**src/tfs_pkg.sv**
```systemverilog
// Purpose: Shared constants and types for the transmitter fault supervisor
// Assumes: 40 MHz system clock, all inputs synchronous to it
// Notes:   Long counts are derived here and used as top-level defaults
package tfs_pkg;
   // System clock
   localparam int CLK_HZ        = 40_000_000;
   localparam int CYC_PER_MS    = CLK_HZ / 1000;
   localparam int CYC_PER_US    = CLK_HZ / 1_000_000;

   // Times as printed, in their own units
   localparam int OFF_TIME_MS      = 1000;   // First timer
   localparam int REARM_TIME_MS    = 2400;   // Second timer
   localparam int STRETCH_TIME_MS  = 500;    // Reflect status stretcher
   localparam int LOWER_TIME_MS    = 47;     // Power-lower extension per hit
   localparam int HIT_GAP_TIME_MS  = 100;    // Max spacing inside a hit burst
   localparam int SWITCH_TIME_US   = 5;      // Drive switch-over pulse width

   // Derived cycle counts
   localparam int OFF_CYC     = OFF_TIME_MS * CYC_PER_MS;
   localparam int REARM_CYC   = REARM_TIME_MS * CYC_PER_MS;
   localparam int STRETCH_CYC = STRETCH_TIME_MS * CYC_PER_MS;
   localparam int LOWER_CYC   = LOWER_TIME_MS * CYC_PER_MS;
   localparam int HIT_GAP_CYC = HIT_GAP_TIME_MS * CYC_PER_MS;
   localparam int SWITCH_CYC  = SWITCH_TIME_US * CYC_PER_US;

   // Counter geometry
   localparam int CNT_W       = 27;
   localparam int HIT_W       = 5;
   localparam logic [HIT_W-1:0] HIT_THRESH = 5'h19;  // 25 hits in a burst
   localparam logic [CNT_W-1:0] CNT_ZERO   = 27'h0;
   localparam logic [CNT_W-1:0] CNT_ONE    = 27'h1;
   localparam logic [CNT_W-1:0] CNT_MAX    = 27'h7ffffff;
   localparam logic [HIT_W-1:0] HIT_ZERO   = 5'h0;
   localparam logic [HIT_W-1:0] HIT_ONE    = 5'h1;

   // Channel counts and indices
   localparam int NUM_CH   = 3;
   localparam int CH_OVER  = 0;
   localparam int CH_UNDER = 1;
   localparam int CH_SUPP  = 2;
   localparam int NUM_REFL = 2;
   localparam int REFL_BPF = 0;
   localparam int REFL_ANT = 1;

   // Bicolor indicator drive
   typedef struct packed {
      logic red;
      logic grn;
   } tfs_led_t;

   // Status phase of one fault channel
   typedef enum logic [1:0] {
      TFS_NORMAL,
      TFS_DETECT,
      TFS_WINDOW,
      TFS_REPEAT
   } tfs_phase_t;
endpackage

```
**src/tfs_top.sv**
```systemverilog
// Purpose: Fault supervision for a transmitter status board
// Assumes: Inputs synchronous to CLK_I; SRST_I synchronous, active high
// Notes:   Long one-shot times are top parameters so simulation can shorten them
//
// Overview of operation
// - Peak or average overload triggers supply channel
// - Average overload forwarded as power feedback
// - Three identical fault channels with timers
// - Fault rising edge starts one-second timer
// - First-timer pulses ORed into fault output
// - First timer end starts 2.4 s timer
// - Both timers active flags a repeated fault
// - Any repeated fault gives shutdown fault
// - Repeated fault sets the channel latch
// - Window expiry returns an unlatched channel to normal
// - Indicator shows green, amber, off, red
// - Simultaneous hits keep only antenna path
// - Any hit drives combined fault, amp off
// - Retriggerable 0.5 s reflect status stretchers
// - Stretchers held off during supply fault
// - Burst of hits latches reflect status
// - Repeated hits issue power-lower command
// - Class three only lowers power
// - Antenna input inverted to active-high pulse
// - Twenty-five rapid hits mean burst
// - Each further hit extends lower 47 ms
`timescale 1ns/1ps
module tfs_top #(
   parameter int OFF_CYC     = tfs_pkg::OFF_CYC,
   parameter int REARM_CYC   = tfs_pkg::REARM_CYC,
   parameter int STRETCH_CYC = tfs_pkg::STRETCH_CYC,
   parameter int LOWER_CYC   = tfs_pkg::LOWER_CYC,
   parameter int HIT_GAP_CYC = tfs_pkg::HIT_GAP_CYC
) (
   input  wire logic                                 CLK_I,
   input  wire logic                                 SRST_I,
   input  wire logic                                 OVERDRIVE_I,
   input  wire logic                                 UNDERDRIVE_I,
   input  wire logic                                 PEAK_OVL_I,
   input  wire logic                                 AVG_OVL_I,
   input  wire logic                                 BPF_REFLECT_N_I,
   input  wire logic                                 ANT_REFLECT_N_I,
   input  wire logic                                 SUPPLY_FAULT_N_I,
   input  wire logic                                 OVERTEMP_I,
   input  wire logic                                 STATUS_RESET_I,
   output logic                                      AVG_FEEDBACK_O,
   output logic                                      CLASS2_FAULT_O,
   output logic                                      CLASS1_FAULT_O,
   output tfs_pkg::tfs_led_t [tfs_pkg::NUM_CH-1:0]   CH_LED_O,
   output logic              [tfs_pkg::NUM_CH-1:0]   CH_EXT_O,
   output logic                                      REFLECT_FAULT_N_O,
   output logic                                      AMP_DISABLE_O,
   output logic                                      DRIVE_SWITCHOVER_PULSE_O,
   output tfs_pkg::tfs_led_t [tfs_pkg::NUM_REFL-1:0] REFL_LED_O,
   output logic              [tfs_pkg::NUM_REFL-1:0] REFL_EXT_O,
   output logic                                      REFLECT_POWER_LOWER_O,
   output logic                                      CLASS3_FAULT_O
);
   localparam int                         NCH = tfs_pkg::NUM_CH;
   localparam int                         NRF = tfs_pkg::NUM_REFL;
   localparam int                         CW  = tfs_pkg::CNT_W;
   localparam logic [CW-1:0]              OFF_LD     = CW'(OFF_CYC);
   localparam logic [CW-1:0]              REARM_LD   = CW'(REARM_CYC);
   localparam logic [CW-1:0]              STRETCH_LD = CW'(STRETCH_CYC);
   localparam logic [CW-1:0]              LOWER_LD   = CW'(LOWER_CYC);
   localparam logic [CW-1:0]              GAP_LD     = CW'(HIT_GAP_CYC);
   localparam logic [CW-1:0]              SWITCH_LD  = CW'(tfs_pkg::SWITCH_CYC);
   // Channel side signals
   logic [NCH-1:0]          ch_in;
   logic [NCH-1:0]          ch_in_reg;
   logic [NCH-1:0]          ch_rise;
   logic [CW-1:0]           t1_cnt_reg [NCH];
   logic [CW-1:0]           t2_cnt_reg [NCH];
   logic [NCH-1:0]          t1_act;
   logic [NCH-1:0]          t1_act_reg;
   logic [NCH-1:0]          t2_act;
   logic [NCH-1:0]          rpt;
   logic [NCH-1:0]          rpt_reg;
   logic [NCH-1:0]          ch_latch_reg;
   tfs_pkg::tfs_phase_t     phase [NCH];
   // Reflect side signals
   logic [NRF-1:0]          refl_act_reg;
   logic [NRF-1:0]          refl_prev_reg;
   logic [NRF-1:0]          refl_hit;
   logic [CW-1:0]           str_cnt_reg [NRF];
   logic [CW-1:0]           gap_cnt_reg [NRF];
   logic [tfs_pkg::HIT_W-1:0] hits_reg  [NRF];
   logic [NRF-1:0]          multi;
   logic [NRF-1:0]          refl_latch_reg;
   logic [CW-1:0]           lower_cnt_reg;
   logic [CW-1:0]           lower_next;
   logic [CW-1:0]           sw_cnt_reg;
   logic                    any_hit;
   logic                    lower_hit;
   // Counter decrement toward zero
   function automatic logic [CW-1:0] cnt_dec(input logic [CW-1:0] c);
      cnt_dec = (c == tfs_pkg::CNT_ZERO) ? tfs_pkg::CNT_ZERO : c - tfs_pkg::CNT_ONE;
   endfunction
   // Supply channel input and channel edges
   assign ch_in[tfs_pkg::CH_OVER]  = OVERDRIVE_I;
   assign ch_in[tfs_pkg::CH_UNDER] = UNDERDRIVE_I;
   assign ch_in[tfs_pkg::CH_SUPP]  = PEAK_OVL_I | AVG_OVL_I;
   assign ch_rise = ch_in & ~ch_in_reg;
   // Edge history of channel inputs, first-timer and repeat flags
   always_ff @(posedge CLK_I) begin
      if (SRST_I) begin
         ch_in_reg <= '0;
         t1_act_reg <= '0;
         rpt_reg <= '0;
      end else begin
         ch_in_reg <= ch_in;
         t1_act_reg <= t1_act;
         rpt_reg <= rpt;
      end
   end
   // Three identical second-class channels
   for (genvar i = 0; i < NCH; i++) begin : g_ch
      assign t1_act[i] = t1_cnt_reg[i] != tfs_pkg::CNT_ZERO;
      assign t2_act[i] = t2_cnt_reg[i] != tfs_pkg::CNT_ZERO;
      assign rpt[i]    = t1_act[i] & t2_act[i];
      // First timer, one second off pulse
      always_ff @(posedge CLK_I) begin
         if (SRST_I) begin
            t1_cnt_reg[i] <= tfs_pkg::CNT_ZERO;
         end else if (ch_rise[i] && !t1_act[i]) begin
            t1_cnt_reg[i] <= OFF_LD;
         end else begin
            t1_cnt_reg[i] <= cnt_dec(t1_cnt_reg[i]);
         end
      end
      // Second timer, loaded in the last off cycle so the window has no gap
      always_ff @(posedge CLK_I) begin
         if (SRST_I) begin
            t2_cnt_reg[i] <= tfs_pkg::CNT_ZERO;
         end else if (t1_cnt_reg[i] == tfs_pkg::CNT_ONE) begin
            t2_cnt_reg[i] <= REARM_LD;
         end else begin
            t2_cnt_reg[i] <= cnt_dec(t2_cnt_reg[i]);
         end
      end
      // Fault latch, clocked by a repeated fault; set beats reset
      always_ff @(posedge CLK_I) begin
         if (SRST_I) begin
            ch_latch_reg[i] <= 1'b0;
         end else if (rpt[i] && !rpt_reg[i]) begin
            ch_latch_reg[i] <= 1'b1;
         end else if (STATUS_RESET_I) begin
            ch_latch_reg[i] <= 1'b0;
         end
      end
      // Indicator phase
      always_comb begin
         if (ch_latch_reg[i]) begin
            phase[i] = tfs_pkg::TFS_REPEAT;
         end else if (t1_act[i]) begin
            phase[i] = tfs_pkg::TFS_DETECT;
         end else if (t2_act[i]) begin
            phase[i] = tfs_pkg::TFS_WINDOW;
         end else begin
            phase[i] = tfs_pkg::TFS_NORMAL;
         end
      end
      // Bicolor and external status drive
      always_ff @(posedge CLK_I) begin
         if (SRST_I) begin
            CH_LED_O[i] <= '{red: 1'b0, grn: 1'b1};
            CH_EXT_O[i] <= 1'b0;
         end else begin
            case (phase[i])
               tfs_pkg::TFS_NORMAL: CH_LED_O[i] <= '{red: 1'b0, grn: 1'b1};
               tfs_pkg::TFS_DETECT: CH_LED_O[i] <= '{red: 1'b1, grn: 1'b1};
               tfs_pkg::TFS_WINDOW: CH_LED_O[i] <= '{red: 1'b0, grn: 1'b0};
               tfs_pkg::TFS_REPEAT: CH_LED_O[i] <= '{red: 1'b1, grn: 1'b0};
               default:             CH_LED_O[i] <= '{red: 1'b0, grn: 1'b1};
            endcase
            CH_EXT_O[i] <= ch_latch_reg[i] | t1_act[i];
         end
      end
   end

   // Channel level fault outputs
   always_ff @(posedge CLK_I) begin
      if (SRST_I) begin
         AVG_FEEDBACK_O <= 1'b0;
         CLASS2_FAULT_O <= 1'b0;
         CLASS1_FAULT_O <= 1'b0;
      end else begin
         AVG_FEEDBACK_O <= AVG_OVL_I;
         CLASS2_FAULT_O <= |t1_act;
         CLASS1_FAULT_O <= |rpt;
      end
   end

   // Reflect input stage: inhibit and matched delay in one register
   always_ff @(posedge CLK_I) begin
      if (SRST_I) begin
         refl_act_reg <= '0;
         refl_prev_reg <= '0;
      end else begin
         refl_act_reg[tfs_pkg::REFL_BPF] <= !BPF_REFLECT_N_I && ANT_REFLECT_N_I;
         refl_act_reg[tfs_pkg::REFL_ANT] <= !ANT_REFLECT_N_I;
         refl_prev_reg <= refl_act_reg;
      end
   end

   assign refl_hit  = refl_act_reg & ~refl_prev_reg;
   assign any_hit   = |refl_hit;
   assign lower_hit = |(refl_hit & refl_latch_reg);
   assign REFLECT_FAULT_N_O = ~(|refl_act_reg);
   assign AMP_DISABLE_O     = |refl_act_reg;

   // Per-path stretcher, burst counter and status latch
   for (genvar j = 0; j < NRF; j++) begin : g_refl
      assign multi[j] = (hits_reg[j] >= tfs_pkg::HIT_THRESH) &&  // Burst ends with the gap
                        (gap_cnt_reg[j] != tfs_pkg::CNT_ZERO);

      // Retriggerable 0.5 s stretcher
      always_ff @(posedge CLK_I) begin
         if (SRST_I || !SUPPLY_FAULT_N_I) begin
            str_cnt_reg[j] <= tfs_pkg::CNT_ZERO;
         end else if (refl_hit[j]) begin
            str_cnt_reg[j] <= STRETCH_LD;
         end else begin
            str_cnt_reg[j] <= cnt_dec(str_cnt_reg[j]);
         end
      end

      // Hit burst counter, restarts after a long gap
      always_ff @(posedge CLK_I) begin
         if (SRST_I) begin
            gap_cnt_reg[j] <= tfs_pkg::CNT_ZERO;
            hits_reg[j] <= tfs_pkg::HIT_ZERO;
         end else if (refl_hit[j]) begin
            gap_cnt_reg[j] <= GAP_LD;
            if (gap_cnt_reg[j] == tfs_pkg::CNT_ZERO) begin
               hits_reg[j] <= tfs_pkg::HIT_ONE;
            end else if (!multi[j]) begin
               hits_reg[j] <= hits_reg[j] + tfs_pkg::HIT_ONE;
            end
         end else begin
            gap_cnt_reg[j] <= cnt_dec(gap_cnt_reg[j]);
         end
      end

      // Repeated-hit status latch; set beats reset
      always_ff @(posedge CLK_I) begin
         if (SRST_I) begin
            refl_latch_reg[j] <= 1'b0;
         end else if (multi[j]) begin
            refl_latch_reg[j] <= 1'b1;
         end else if (STATUS_RESET_I) begin
            refl_latch_reg[j] <= 1'b0;
         end
      end

      // Reflect indicator drive
      always_ff @(posedge CLK_I) begin
         if (SRST_I) begin
            REFL_LED_O[j] <= '{red: 1'b0, grn: 1'b1};
            REFL_EXT_O[j] <= 1'b0;
         end else begin
            REFL_LED_O[j].red <= (str_cnt_reg[j] != tfs_pkg::CNT_ZERO) | refl_latch_reg[j];
            REFL_LED_O[j].grn <= (str_cnt_reg[j] == tfs_pkg::CNT_ZERO) & !refl_latch_reg[j];
            REFL_EXT_O[j] <= (str_cnt_reg[j] != tfs_pkg::CNT_ZERO) | refl_latch_reg[j];
         end
      end
   end

   // Power-lower extension, saturating
   always_comb begin
      lower_next = cnt_dec(lower_cnt_reg);
      if (lower_hit) begin
         lower_next = (lower_cnt_reg > tfs_pkg::CNT_MAX - LOWER_LD) ?
                      tfs_pkg::CNT_MAX : lower_cnt_reg + LOWER_LD;
      end
   end

   // Lower timer and drive switch-over one-shot
   always_ff @(posedge CLK_I) begin
      if (SRST_I) begin
         lower_cnt_reg <= tfs_pkg::CNT_ZERO;
         sw_cnt_reg <= tfs_pkg::CNT_ZERO;
      end else begin
         lower_cnt_reg <= lower_next;
         sw_cnt_reg <= any_hit ? SWITCH_LD : cnt_dec(sw_cnt_reg);
      end
   end

   // Power reduction outputs, never touching the amp supply
   always_ff @(posedge CLK_I) begin
      if (SRST_I) begin
         REFLECT_POWER_LOWER_O <= 1'b0;
         CLASS3_FAULT_O <= 1'b0;
         DRIVE_SWITCHOVER_PULSE_O <= 1'b0;
      end else begin
         REFLECT_POWER_LOWER_O <= lower_next != tfs_pkg::CNT_ZERO;
         CLASS3_FAULT_O <= (lower_next != tfs_pkg::CNT_ZERO) | OVERTEMP_I;
         DRIVE_SWITCHOVER_PULSE_O <= any_hit || sw_cnt_reg > tfs_pkg::CNT_ONE;
      end
   end
endmodule

```
**config.mk**
```make
export PLATFORM = sky130hd
export DESIGN_NAME = tfs_top
export DESIGN_NICKNAME = d
export VERILOG_FILES = /design/src/tfs_pkg.sv /design/src/tfs_top.sv
export SDC_FILE = /design/constraint.sdc
export NUM_CORES = 1
export LEC_CHECK = 0
export BUFFER_PORTS_ARGS = -buffer_cell sky130_fd_sc_hd__buf_2
export CAP_MARGIN = 20
export CORE_UTILIZATION = 25
export CTS_BUF_LIST = sky130_fd_sc_hd__clkbuf_16
export CTS_CLUSTER_DIAMETER = 150
export CTS_CLUSTER_SIZE = 30
export DETAILED_ROUTE_END_ITERATION = 10
export GPL_TIMING_DRIVEN = 0
export PLACE_DENSITY = 0.47
export SLEW_MARGIN = 20
export SYNTH_ARGS = -nofsm -noshare
export SYNTH_HDL_FRONTEND = slang
export SYNTH_SLANG_ARGS = --single-unit
```
**constraint.sdc**
```tcl
create_clock -name CLK_I -period 4.15 [get_ports CLK_I]
set_input_delay 0.2075 -clock CLK_I [delete_from_list [all_inputs] [get_ports CLK_I]]
set_output_delay 0.2075 -clock CLK_I [all_outputs]
set_load 0.005 [all_outputs]
```
* After elaboration in Yosys (flattened, before gate mapping)
Memories as Yosys holds them, arrays and structs flattened. Index checks and enable logic that the tools add are counted.
Storage, ports and cells: memory bits (writable) 280, logic and storage cells 303, register bits 88, memories kept 5
Memories:
- t1_cnt_reg | words 3, bits a word 27, rd ports 3, clocked after Yosys merged registers in 0, wr ports 3, RTL line tfs_top.sv:72 | logic [CW-1:0] t1_cnt_reg [NCH];
- t2_cnt_reg | words 3, bits a word 27, rd ports 3, clocked after Yosys merged registers in 0, wr ports 3, RTL line tfs_top.sv:73 | logic [CW-1:0] t2_cnt_reg [NCH];
- gap_cnt_reg | words 2, bits a word 27, rd ports 2, clocked after Yosys merged registers in 0, wr ports 2, RTL line tfs_top.sv:86 | logic [CW-1:0] gap_cnt_reg [NRF];
- str_cnt_reg | words 2, bits a word 27, rd ports 2, clocked after Yosys merged registers in 0, wr ports 2, RTL line tfs_top.sv:85 | logic [CW-1:0] str_cnt_reg [NRF];
- hits_reg | words 2, bits a word 5, rd ports 2, clocked after Yosys merged registers in 0, wr ports 2, RTL line tfs_top.sv:87 | logic [tfs_pkg::HIT_W-1:0] hits_reg [NRF];
Cells by class: bitwise operators 42, equality and inequality tests 12, reduce and logical (&&, ||, !) cells 59, add/subtract/negate cells 15, multiplexer cells 135, $lt $le $gt $ge 4
Operators by type and width (count):
- $mux 27 | 33
- $logic_not 27->1 | 12
- $sub 27x1->27 const B | 12
- $reduce_bool 27->1 | 11
- $mux 1 | 84
- $eq 27x1->1 const B | 3
- $or 1x1->1 | 31
- $add 27x21->27 const B | 1
- $gt 27x1->1 const B | 1
- $gt 27x27->1 const B | 1
- $pmux 2 s4 | 3
- $mux 5 | 4
- $mux 2 | 9
- $mux 8 | 2
- $eq 2x2->1 const B | 6
- $logic_not 1->1 | 11
- $add 5x1->5 const B | 2
- $ge 5x5->1 const B | 2
- $reduce_bool 2->1 | 5
- $logic_and 1x1->1 | 9
- $eq 2x1->1 const B | 3
- $logic_not 2->1 | 3
- $reduce_or 2->1 | 3
- $reduce_or 3->1 | 2
- other kinds (8) | 14

* Longest topological paths before layout
Gate-level depths: netlist (run 1).
word-level depth 8, gate-level depth with buffers 13, depth with buffers taken out 10

* Worst setup path after synthesis (run 1)
OpenSTA, ideal clock, no wires.
kind register to register, start point memory str_cnt_reg[1][9] in the netlist's numbering, end point memory str_cnt_reg[1][15] in the netlist's numbering (data pin), stages on the path, launching flop included 10, data required time 3.896 ns, setup slack 0.906 ns, path buffers 2, data arrival time 2.990 ns, library setup time 0.254 ns, period minus slack after synthesis 3.244 ns, cell sequence edfxtp_1 -> or4_4 -> or4_4 -> or3_4 -> or4_1 -> or3_1 -> buf_6 -> nand3_4 -> buf_8 -> nor2_1
RTL lines (RTL line):
- start, declared | tfs_top.sv:85

* Worst setup path after layout (run 1)
start point register lower_cnt_reg[18], end point register CLASS3_FAULT_O
Between the ends: word-level cells in the longest chain between the ends 5
Ends and longest elaborated chain:
- start, declared | RTL line tfs_top.sv:90 | logic [CW-1:0] lower_cnt_reg;
- start signal, assigned | RTL line tfs_top.sv:281 | lower_cnt_reg <= tfs_pkg::CNT_ZERO;
- start signal, assigned | RTL line tfs_top.sv:284 | lower_cnt_reg <= lower_next;
- $sub 27x1->27, or another cell as far along | RTL line tfs_top.sv:97 | cnt_dec = (c == tfs_pkg::CNT_ZERO) ? tfs_pkg::CNT_ZERO : c - tfs_pkg::CNT_ONE;
- $mux 27 (on tied branches) | RTL line tfs_top.sv:97, tfs_top.sv:273
- $mux 27 (*) | RTL line tfs_top.sv:272 | if (lower_hit) begin
- $reduce_bool 27->1 (*) | RTL line tfs_top.sv:297 | CLASS3_FAULT_O <= (lower_next != tfs_pkg::CNT_ZERO) | OVERTEMP_I;
- $or 1x1->1 (*) | RTL line tfs_top.sv:297
- end signal, assigned | RTL line tfs_top.sv:297
- end, declared | RTL line tfs_top.sv:57 | output logic CLASS3_FAULT_O
Every way passes the cells marked *; elsewhere a longest branch is shown, timed or not. A chain may end at the register's enable or synchronous reset.

==> key figures, run 1 <==
Power and ir drop
  – P_leak: 7.93 nW
  – Pwr Total: around 10 mW
  – VDD IR max: 0.237 mV
  – Power density over cell area: 453 nW/um^2

STA
  – Setup TNS: 0 ps
  – Final min period: 3900 ps
  – Final Hold Viols: 0
  – Max_slew headroom: 34.6%
  – Worst-Margin Slew: 981 ps
  – RSZ-0062 raised after global routing: false
  – Fmax: 256 MHz
  – Setup violations, final: 0
  – Max Clock Skew: approximately 24 ps
  – Final Max Tran Viols: 0
  – Final worst path period share: 94.0%

CTS
  – Clk Latency, worst-skew pair: 550 ps
  – Number of buffers created by CTS: 16
  – CTS Buffer Depth: 3
  – Clock tree from TritonCTS: done
  – CTS H-tree depth: 1
  – CTS Root Cell: clkbuf_16
  – Worst-path clk slew: 120 ps
  – Sink Count: roughly 370

Die
  – Initial Util: 25.3%
  – Die area: 77,900 sq um
  – Io pins: 34
  – Core area: 75,900 sq um
  – Chip Height: approximately 280 microns
  – Site Rows: 101
  – Die W: 279 microns

Placed design
  – RePlAce Congestion: 0.894
  – Placed Instances: 3,261
  – Input/output buffers: 33
  – DPL Wire Length: ~30,000 microns

Routing
  – Vias: 14,400
  – WL final: ~42,000 microns
  – Vias per inst: between 4 and 5
  – Final ANT Viol Nets: 0
  – Detailed Routing Iterations Pass 1: 5
  – Wire per inst: approximately 13 microns
  – Post-route DRC: 0
  – Iteration-0 DRC Markers: slightly below 800

Yosys
  – Post-Syn Area per Cell: 9.97 sq um
  – Mapped Cells: 1,927
  – Main synth FF type: edfxtp_1
  – Synth warn: 0
  – Fraction of registers with async set/reset: 0%
  – Cell area after synthesis: approximately 19,000 sq um
  – Sequential share of the synthesized area: a little over half
  – FF+latch count, synth: 365
  – Netlist cell types: 77
  – EDFF count, synth: 280

Global route
  – Tot GR Track Use: 10.8%
  – Initial antenna violation count: 1
  – First-pass GRT wire length: 70,500 microns
  – Grt ovf: 0
  – Via count of the first global-routing pass: 14,000
  – Largest net degree at the start of global routing: 32

Critical path
  – Crit path buffers/inverters: 1
  – Req. time, crit path: 4560 ps
  – Endpoint class of the critical path: flop
  – CP top delay family: simple AND/OR/NAND/NOR gates
  – R2r worst-path depth: 9
  – CP Launch Type: flop
  – Critical path class: reg -> reg
  – CP max-delay cell: nor3_2
  – Crit-path max cell delay: 570 ps
  – Number of cells on the critical path: 9
  – Critical path cell sequence: clkbuf_1, nor3_2, nand3_1, or3_1, o311a_1, nor4_1, nand3_1, nor4_1, a31oi_1
  – WP data arrival: 4310 ps
  – Crit-path max FO: 9

Run status
  – Outcome: finished, final reports clean

Run
  – Max_cap viols: 0

Hold path
  – WHS Path Cells: 2
  – Hold Crit Class: in -> reg

Layout
  – Final cell count without fillers: 3,299
  – Final #Nets: 2,294
  – Share of cells above drive strength 1: 5.24%
  – Ant diodes: 0
  – Area grow syn2layout: 16.3%
worst paths after layout:
| path | from | to | slack [ps] |
|---|---|---|---|
| worst max-delay path | lower_cnt_reg[18] | CLASS3_FAULT_O | 250 |
| worst min-delay path | SUPPLY_FAULT_N_I | str_cnt_reg[0][26] | 100 |
| worst max register to register | lower_cnt_reg[18] | CLASS3_FAULT_O | 250 |
| worst min register to register | rpt_reg[2] | ch_latch_reg[2] | 440 |
cell families after synthesis:
group	after synthesis	share of synthesized area, %
muxes	2	0.104
other	1	0.0195
xor gates and xnor gates	253	11.5
adders and majority gates	24	1.56
DFF	365	52.6
buffers and inverters	123	2.70
AOI/OAI and AO/OA	261	8.20
and+or+nand+nor	898	23.2
power by group:
part / internal (mW) / switching, mW
Clock: 0.801 / 1.20
Combinational: 1.27 / 2.07
Sequential: 4.38 / 0.394
cells in the mapped netlist (9+ instances only):
master / instances / share of area (%)
a21oi_1: 75 / 2.0
o21ai_0: 105 / 2.7
or3_1: 50 / 1.6
ha_1: 24 / 1.6
clkbuf_1: 60 / 1.2
or4_1: 40 / 1.6
nor4_1: 56 / 1.8
edfxtp_1: 280 / 44
dfxtp_1: 85 / 8.9
xor2_1: 91 / 4.1
xnor2_1: 162 / 7.4
nor2_1: 365 / 7.1
nand3b_1: 9 / 0.35
nor2b_1: 14 / 0.46
or2_2: 16 / 0.52
inv_1: 45 / 0.88
nand2b_1: 17 / 0.55
nand3_1: 29 / 0.76
nor3b_1: 9 / 0.35
nor3_1: 99 / 2.6
nand4_1: 12 / 0.39
o31ai_1: 14 / 0.55
nand2_1: 129 / 2.5
metal layers:
metal	up-vias	share of wire, %	track usage, %
met3	55	4.2	1.44
met4	0	2.2	2.75
met2	227	46	17.9
li1	7274	-	-
met5	-	0	0
met1	6868	48	14.8
final cells by class:
type                            count  area [sq um]
Buffer                             77           345
Clock buffer                       17           425
Clock inverter                     11          68.8
Fill cell                        8058         53600
Inverter                           45           169
Multi-Input combinational cell   1708          9640
Sequential cell                   365         10100
Tap cell                         1030          1290
Timing Repair Buffer               46           290
cell usage in the layout, fill, tap and decap left out, drive strengths merged, types with 7 or more instances in the layout:
| master | instances |
|---|---|
| or3 | 51 |
| nand4 | 12 |
| dfxtp | 85 |
| nor2 | 365 |
| xor2 | 91 |
| or3b | 8 |
| ha | 24 |
| nor2b | 14 |
| nor4 | 64 |
| nor4b | 7 |
| xnor2 | 162 |
| or4 | 42 |
| o31ai | 14 |
| dlygate4sd3 | 11 |
| and3 | 8 |
| nand3b | 9 |
| nand2 | 130 |
| inv | 54 |
| a21oi | 75 |
| nor3b | 9 |
| nor3 | 100 |
| o21ai | 107 |
| nand3 | 30 |
| nand2b | 17 |
| buf | 53 |
| edfxtp | 280 |
| or2 | 17 |
| clkbuf | 76 |
| conb | 270 |
what timing repair did:
action / in CTS / in global routing
buffers inserted: 0 / 0
hold endpoints to repair: 9 / 0
gates resized for setup: 0 / 7
setup endpoints to repair: 0 / 32
hold buffers: 11 / 0
per-stage QoR:
step	setup slack (ps)	hold WS [ps]	instance area, sq um	util, %
floorplan	906	274	20200	-
global placement	-80.2	410	21700	28.5
detailed placement	62.3	415	21700	28.6
CTS	43.0	73.9	22300	29.4
global route	9.46	76.3	22300	29.4
finish	250	102	22300	29.4
(Power assumes the default switching activity.)
==> run 2: changes to the inputs <==
--- a/config.mk
+++ b/config.mk
@@ -13,7 +13,7 @@
 export CTS_CLUSTER_SIZE = 30
 export DETAILED_ROUTE_END_ITERATION = 10
 export GPL_TIMING_DRIVEN = 0
-export PLACE_DENSITY = 0.47
+export PLACE_DENSITY = 0.51
 export SLEW_MARGIN = 20
 export SYNTH_ARGS = -nofsm -noshare
 export SYNTH_HDL_FRONTEND = slang
==> key figures, run 2 (same netlist as run 1, synthesis figures left out) <==
Run status
  – Outcome: finished, final reports clean

CTS
  – Clk Latency, worst-skew pair: 540 ps (about the same)
  – CTS Root Cell: clkbuf_16
  – Clock tree from TritonCTS: done
  – CTS Buffer Depth: 3 (unchanged)
  – Worst-path clk slew: 130 ps (about the same)
  – Sink Count: 365 (unchanged)
  – Post-CTS setup repair buffer count: 0 (unchanged)
  – Number of buffers created by CTS: 16 (unchanged)
  – CTS H-tree depth: 1 (unchanged)

Global route
  – Grt ovf: 0 (unchanged)
  – Largest net degree at the start of global routing: 32 (unchanged)
  – Tot GR Track Use: 10.7% (-0.072 points)
  – Initial antenna violation count: 0 (-1)
  – First-pass GRT wire length: 70,000 microns (-0.69%)
  – Via count of the first global-routing pass: 14,100 (+0.51%)

Power and ir drop
  – P_sw: 3.73 mW (+1.7%)
  – Power density over cell area: 455 nW/um^2 (+0.45%)
  – VDD IR max: 0.269 mV (+14%)
  – Gate power share: 33.4% (+0.4 points)
  – P_leak: 7.93 nW (about the same)
  – Sequential fraction of design power: 47.1% (about the same)
  – Switching Fraction: 36.7% (+0.48 points)
  – Clock power frac: 19.6% (-0.2 points)
  – Cell Int Power: 6.43 mW (-0.37%)
  – Pwr Total: 10.2 mW (+0.38%)

STA
  – Worst setup slack after layout: 229 ps (-20.8 ps)
  – Setup violations, final: 0 (unchanged)
  – Max_slew headroom: 38.2% (+3.6 points)
  – RSZ-0062 raised after global routing: false
  – Final Max Tran Viols: 0 (unchanged)
  – Setup TNS: 0 ps (unchanged)
  – Final Hold Viols: 0 (unchanged)
  – Final worst path period share: 94.5% (+0.50 points)
  – Max Clock Skew: 27.1 ps (+3.06 ps)
  – Worst-Margin Slew: 928 ps (-53.6 ps)
  – Final min period: 3920 ps (+20.8 ps)
  – Fmax: 255 MHz (-0.53%)

Run
  – Max_cap viols: 0 (unchanged)

Critical path
  – CP Launch Type: flop
  – Req. time, crit path: 4570 ps (about the same)
  – CP max-delay cell: nor4_2
  – Critical path cell sequence: clkbuf_1, nor4_2, nand3_1, or3_1, o311a_1, nor4_1, nand3_1, nor4_1, a31oi_1
  – Crit path buffers/inverters: 1 (unchanged)
  – Crit-path max cell delay: 640 ps (+70 ps)
  – Critical path class: reg -> reg
  – Endpoint class of the critical path: flop
  – CP top delay family: simple AND/OR/NAND/NOR gates
  – WP data arrival: 4340 ps (+30 ps)
  – Reg2reg setup slack: 230 ps (-20 ps)
  – Crit-path max FO: 10 (+1)

Die
  – Initial Util: 25.3% (unchanged)
  – Site Rows: 101 (unchanged)
  – Die area: 77,900 sq um (unchanged)
  – Chip Height: 279 microns (unchanged)
  – Core area: 75,900 sq um (unchanged)
  – Die W: 279 microns (unchanged)
  – Io pins: 34 (unchanged)

Placed design
  – RePlAce Congestion: 0.892 (-0.20%)
  – Input/output buffers: 33 (unchanged)
  – Dpl ws: -192 ps (-255 ps)
  – DPL Wire Length: 30,700 microns (-0.67%)

Layout
  – Area grow syn2layout: 16.2% (about the same)
  – Share of cells above drive strength 1: 5.07% (-0.17 points)
  – Fill cells: 7,973 (-1.1%)
  – Ant diodes: 0 (unchanged)
  – Area taken by multi-input logic gates: 9650 sq um (about the same)
  – Commonest non-fill, non-tap cell in the layout: nor2_1
  – Register area: 10,100 sq um (unchanged)
  – Final #Nets: 2,292 (-0.087%)
  – Highest-count cells in the layout ignoring fill and taps: nor2_1 (365), edfxtp_1 (280), conb_1 (270)

Routing
  – Final ANT Viol Nets: 0 (unchanged)
  – Met3 wire len: 1420 microns (-20%)
  – Vias: 14,400 (+0.083%)
  – Top Layer Used: met4
  – Wire per inst: 12.8 microns (about the same)
  – Post-route DRC: 0 (unchanged)
  – Met2 wire len: 19,600 microns (+1.5%)
  – Detailed Routing Iterations Pass 1: 5 (unchanged)
  – WL final: 42,200 microns (about the same)
  – Met1 Wirelength: 20,400 microns (+0.90%)
  – Iteration-0 DRC Markers: 925 (+19%)
  – Vias per inst: 4.38 (+0.14%)

Hold path
  – Hold Crit Class: in -> reg
run 2: cell count changes in the layout (fill, tap and decap cells not counted), sizes merged:
cell / before / now
dlygate4sd3: 11 / 10
bufinv: 1 / 0
inv: 54 / 56
buf: 53 / 52
clkinv: 1 / 0
run 2: power groups by stage:
| stage | registers, mW | clock network [mW] | logic [mW] |
|---|---|---|---|
| floorplan | 4.75 | 0 | 2.48 |
| global placement | 4.83 | 0 | 3.20 |
| detailed placement | 4.85 | 0 | 3.26 |
| CTS | 4.77 | 2.11 | 3.30 |
| global route | 4.84 | 2.21 | 3.73 |
| finish | 4.78 | 1.99 | 3.39 |
run 2: cell type report:
cell class / count / share of cell area [%]
Inverter: 45 / 0.757
Buffer: 77 / 1.55
Multi-Input combinational cell: 1708 / 43.2
Sequential cell: 365 / 45.3
Timing Repair Buffer: 44 / 1.22
Clock buffer: 17 / 1.91
Clock inverter: 11 / 0.280
Tap cell: 1030 / 5.77
run 2: final timing paths:
path                           from            endpoint  depth (start not counted)
hold reg to reg          rpt_reg[2]     ch_latch_reg[2]                          1
setup / recovery  lower_cnt_reg[15]      CLASS3_FAULT_O                          9
setup reg to reg  lower_cnt_reg[15]      CLASS3_FAULT_O                          9
hold / removal     SUPPLY_FAULT_N_I  str_cnt_reg[0][26]                          2
run 2: metal layers:
| layer | up-vias | global-route usage (%) |
|---|---|---|
| met3 | 40 | 1.38 |
| li1 | 7277 | - |
| met5 | - | 0 |
| met4 | 0 | 2.65 |
| met1 | 6901 | 14.4 |
| met2 | 218 | 18.1 |
run 2: worst reg2reg max path, stage by stage, from the launching register on:
cell	delay [ps]
dfxtp_1	320
clkbuf_1	240
nor4_2	640
nand3_1	520
or3_1	580
o311a_1	310
nor4_1	410
nand3_1	220
nor4_1	410
a31oi_1	150
run 2: through the flow:
stage	instances	util, %	hold slack (ps)	cell area [sq um]
2_1_floorplan	2196	-	274	20200
3_3_place_gp	3259	28.5	405	21700
3_5_place_dp	3260	28.6	420	21700
4_1_cts	3298	29.4	37.9	22300
5_1_grt	3297	29.4	51.5	22300
6_report	3297	29.4	65.2	22300
run 2: what timing repair did:
item                                    in CTS  in global routing
hold endpoints to repair                     9                  0
hold buffers                                10                  0
endpoints found under the setup margin       2                 20
gates resized for setup                      2                  8
pin swaps                                    0                  0
==> run 3: changes to the inputs <==
--- a/config.mk
+++ b/config.mk
@@ -5,15 +5,16 @@
 export SDC_FILE = /design/constraint.sdc
 export NUM_CORES = 1
 export LEC_CHECK = 0
-export BUFFER_PORTS_ARGS = -buffer_cell sky130_fd_sc_hd__buf_2
 export CAP_MARGIN = 20
 export CORE_UTILIZATION = 25
 export CTS_BUF_LIST = sky130_fd_sc_hd__clkbuf_16
 export CTS_CLUSTER_DIAMETER = 150
 export CTS_CLUSTER_SIZE = 30
 export DETAILED_ROUTE_END_ITERATION = 10
+export DONT_BUFFER_PORTS = 1
 export GPL_TIMING_DRIVEN = 0
-export PLACE_DENSITY = 0.51
+export PLACE_DENSITY = 0.5
+export REMOVE_ABC_BUFFERS = 1
 export SLEW_MARGIN = 20
 export SYNTH_ARGS = -nofsm -noshare
 export SYNTH_HDL_FRONTEND = slang
==> key figures, run 3 (same netlist as run 1, synthesis figures left out) <==
Run status
  – Outcome: finished, final reports clean

STA
  – Setup violations, final: 0 (unchanged)
  – RSZ-0062 raised after global routing: false
  – Max Clock Skew: 42.4 ps (+15.3 ps)
  – Final min period: 3860 ps (-61.3 ps)
  – Final worst path period share: 93.0% (-1.5 points)
  – Worst-Margin Slew: 1010 ps (+84.2 ps)
  – Final hold slack: 58.4 ps (-6.84 ps)
  – Worst setup slack after layout: 290 ps (+61.3 ps)
  – Final Max Tran Viols: 0 (unchanged)
  – Final Hold Viols: 0 (unchanged)
  – Fmax: 259 MHz (+1.6%)
  – Setup TNS: 0 ps (unchanged)
  – Max_slew headroom: 32.4% (-5.8 points)

Power and ir drop
  – Pwr Total: 10.0 mW (-1.4%)
  – Gate power share: 30.5% (-2.9 points)
  – Sequential fraction of design power: 49.2% (+2.1 points)
  – P_leak: 7.71 nW (-2.7%)
  – VDD IR max: 0.297 mV (+10%)
  – Power density over cell area: 456 nW/um^2 (+0.32%)
  – P_sw: 3.61 mW (-3.0%)
  – Switching Fraction: 36.1% (-0.58 points)
  – Cell Int Power: 6.39 mW (-0.50%)
  – Clock power frac: 20.3% (+0.7 points)

Critical path
  – Critical path cell sequence: or3_1, or3b_1, nor4_2, nand3_1, or3b_2, o21ai_2, nand2b_2, nor2_1
  – Critical path class: reg -> reg
  – CP max-delay cell: or3b_2
  – CP Launch Type: flop
  – CP top delay family: simple AND/OR/NAND/NOR gates
  – Crit-path max FO: 17 (+7)
  – Endpoint class of the critical path: flop
  – Crit-path max cell delay: 550 ps (-90 ps)
  – WP data arrival: 4150 ps (-190 ps)
  – Crit path buffers/inverters: 0 (-1)
  – Req. time, crit path: 4440 ps (-130 ps)

Die
  – Core area: 75,900 sq um (unchanged)
  – Die area: 77,900 sq um (unchanged)
  – Chip Height: 279 microns (unchanged)
  – Site Rows: 101 (unchanged)
  – Io pins: 34 (unchanged)
  – Die W: 279 microns (unchanged)
  – Initial Util: 25.3% (unchanged)

Routing
  – Post-route DRC: 0 (unchanged)
  – WL final: 39,700 microns (-5.9%)
  – Final ANT Viol Nets: 0 (unchanged)
  – Iteration-0 DRC Markers: 720 (-22%)
  – Detailed Routing Iterations Pass 1: 5 (unchanged)
  – Wire per inst: 12.4 microns (-3.0%)
  – Vias per inst: 4.35 (-0.76%)
  – Vias: 13,900 (-3.7%)

Layout
  – Share of cells above drive strength 1: 3.55% (-1.5 points)
  – Final core utilization: 28.9% (-0.50 points)
  – Final cell count without fillers: 3,198 (-3.0%)
  – Area grow syn2layout: 14.2%
  – Final #Nets: 2,192 (-4.4%)
  – Finished Cell Area: 21,900 sq um (-1.7%)
  – Ant diodes: 0 (unchanged)
  – Highest-count cells in the layout ignoring fill and taps: nor2_1 (365), edfxtp_1 (280), conb_1 (270)
  – Commonest non-fill, non-tap cell in the layout: nor2_1

Global route
  – Via count of the first global-routing pass: 13,500 (-4.2%)
  – First-pass GRT wire length: 66,600 microns (-4.8%)
  – Tot GR Track Use: 10.1% (-0.61 points)
  – Largest net degree at the start of global routing: 51 (+59%)
  – Initial antenna violation count: 0 (unchanged)
  – Grt ovf: 0 (unchanged)

CTS
  – Clock tree from TritonCTS: done
  – CTS Buffer Depth: 3 (unchanged)
  – Post-CTS setup repair buffer count: 0 (unchanged)
  – Sink Count: 365 (unchanged)
  – Number of buffers created by CTS: 17 (+1)
  – Clk Latency, worst-skew pair: 570 ps (+30 ps)
  – CTS H-tree depth: 1 (unchanged)
  – CTS Root Cell: clkbuf_16
  – Worst-path clk slew: 120 ps (about the same)

Run
  – Max_cap viols: 0 (unchanged)

Placed design
  – DPL Wire Length: 27,300 microns (-11%)
  – Placed Instances: 3,151 (-3.3%)
  – Dpl ws: -208 ps (-15.6 ps)
  – Input/output buffers: 0 (-100%)
  – RePlAce Congestion: 0.820 (-8.0%)
  – Placed Area: 21,200 sq um (-2.3%)

Hold path
  – Hold Crit Class: in -> reg
[run 3: cell count changes in the layout (fill, tap and decap cells not counted), moves of 2 or more]
cell | before | now
inv_6 | 1 | 3
nand2_1 | 129 | 127
buf_4 | 9 | 2
buf_2 | 39 | 0
inv_1 | 54 | 52
dlygate4sd3_1 | 10 | 14
clkbuf_1 | 58 | 0
nand2_2 | 1 | 3
buf_1 | 2 | 0
[run 3: layout make-up]
cell class,instances,area (sq um)
Inverter,45,169
Multi-Input combinational cell,1708,9630
Sequential cell,365,10100
Tap cell,1030,1290
Fill cell,7940,54000
Clock buffer,17,425
Clock inverter,13,103
Timing Repair Buffer,20,220
[run 3: worst register-to-register path, cell delays in order, from the launching register on]
cell and delay (ps):
edfxtp_1 450, or3_1 430, or3b_1 430, nor4_2 470
nand3_1 320, or3b_2 550, o21ai_2 400, nand2b_2 450
nor2_1 110
[run 3: timing repair]
item,in CTS,in global routing
hold endpoints to repair,59,0
pin swaps,0,0
setup endpoints to repair,17,19
hold buffers,15,0
gates resized for setup,2,3
[run 3: worst paths after layout]
path	slack [ps]	cells past startpoint	from	end
worst max register to register	290	8	t2_cnt_reg[1][2]	t2_cnt_reg[1][10]
worst min register to register	430	1	rpt_reg[1]	ch_latch_reg[1]
worst min-delay path	60	2	SRST_I	gap_cnt_reg[0][26]
worst max-delay path	290	8	t2_cnt_reg[1][2]	t2_cnt_reg[1][10]
[run 3: power by group through the flow]
| stage | clock [mW] | combinational [mW] | sequential, mW |
|---|---|---|---|
| after global placement | 0 | 2.91 | 4.97 |
| final | 2.03 | 3.05 | 4.93 |
| after CTS | 2.16 | 3.02 | 4.91 |
| after floorplan | 0 | 2.31 | 4.85 |
| after detailed placement | 0 | 2.97 | 4.99 |
| after global routing | 2.27 | 3.42 | 5.00 |
[run 3: per-layer routing]
metal	global-route usage [%]	wire length, microns
met1	13.1	18700
met5	0	0
met3	1.24	1220
met2	17.7	19000
met4	2.68	791
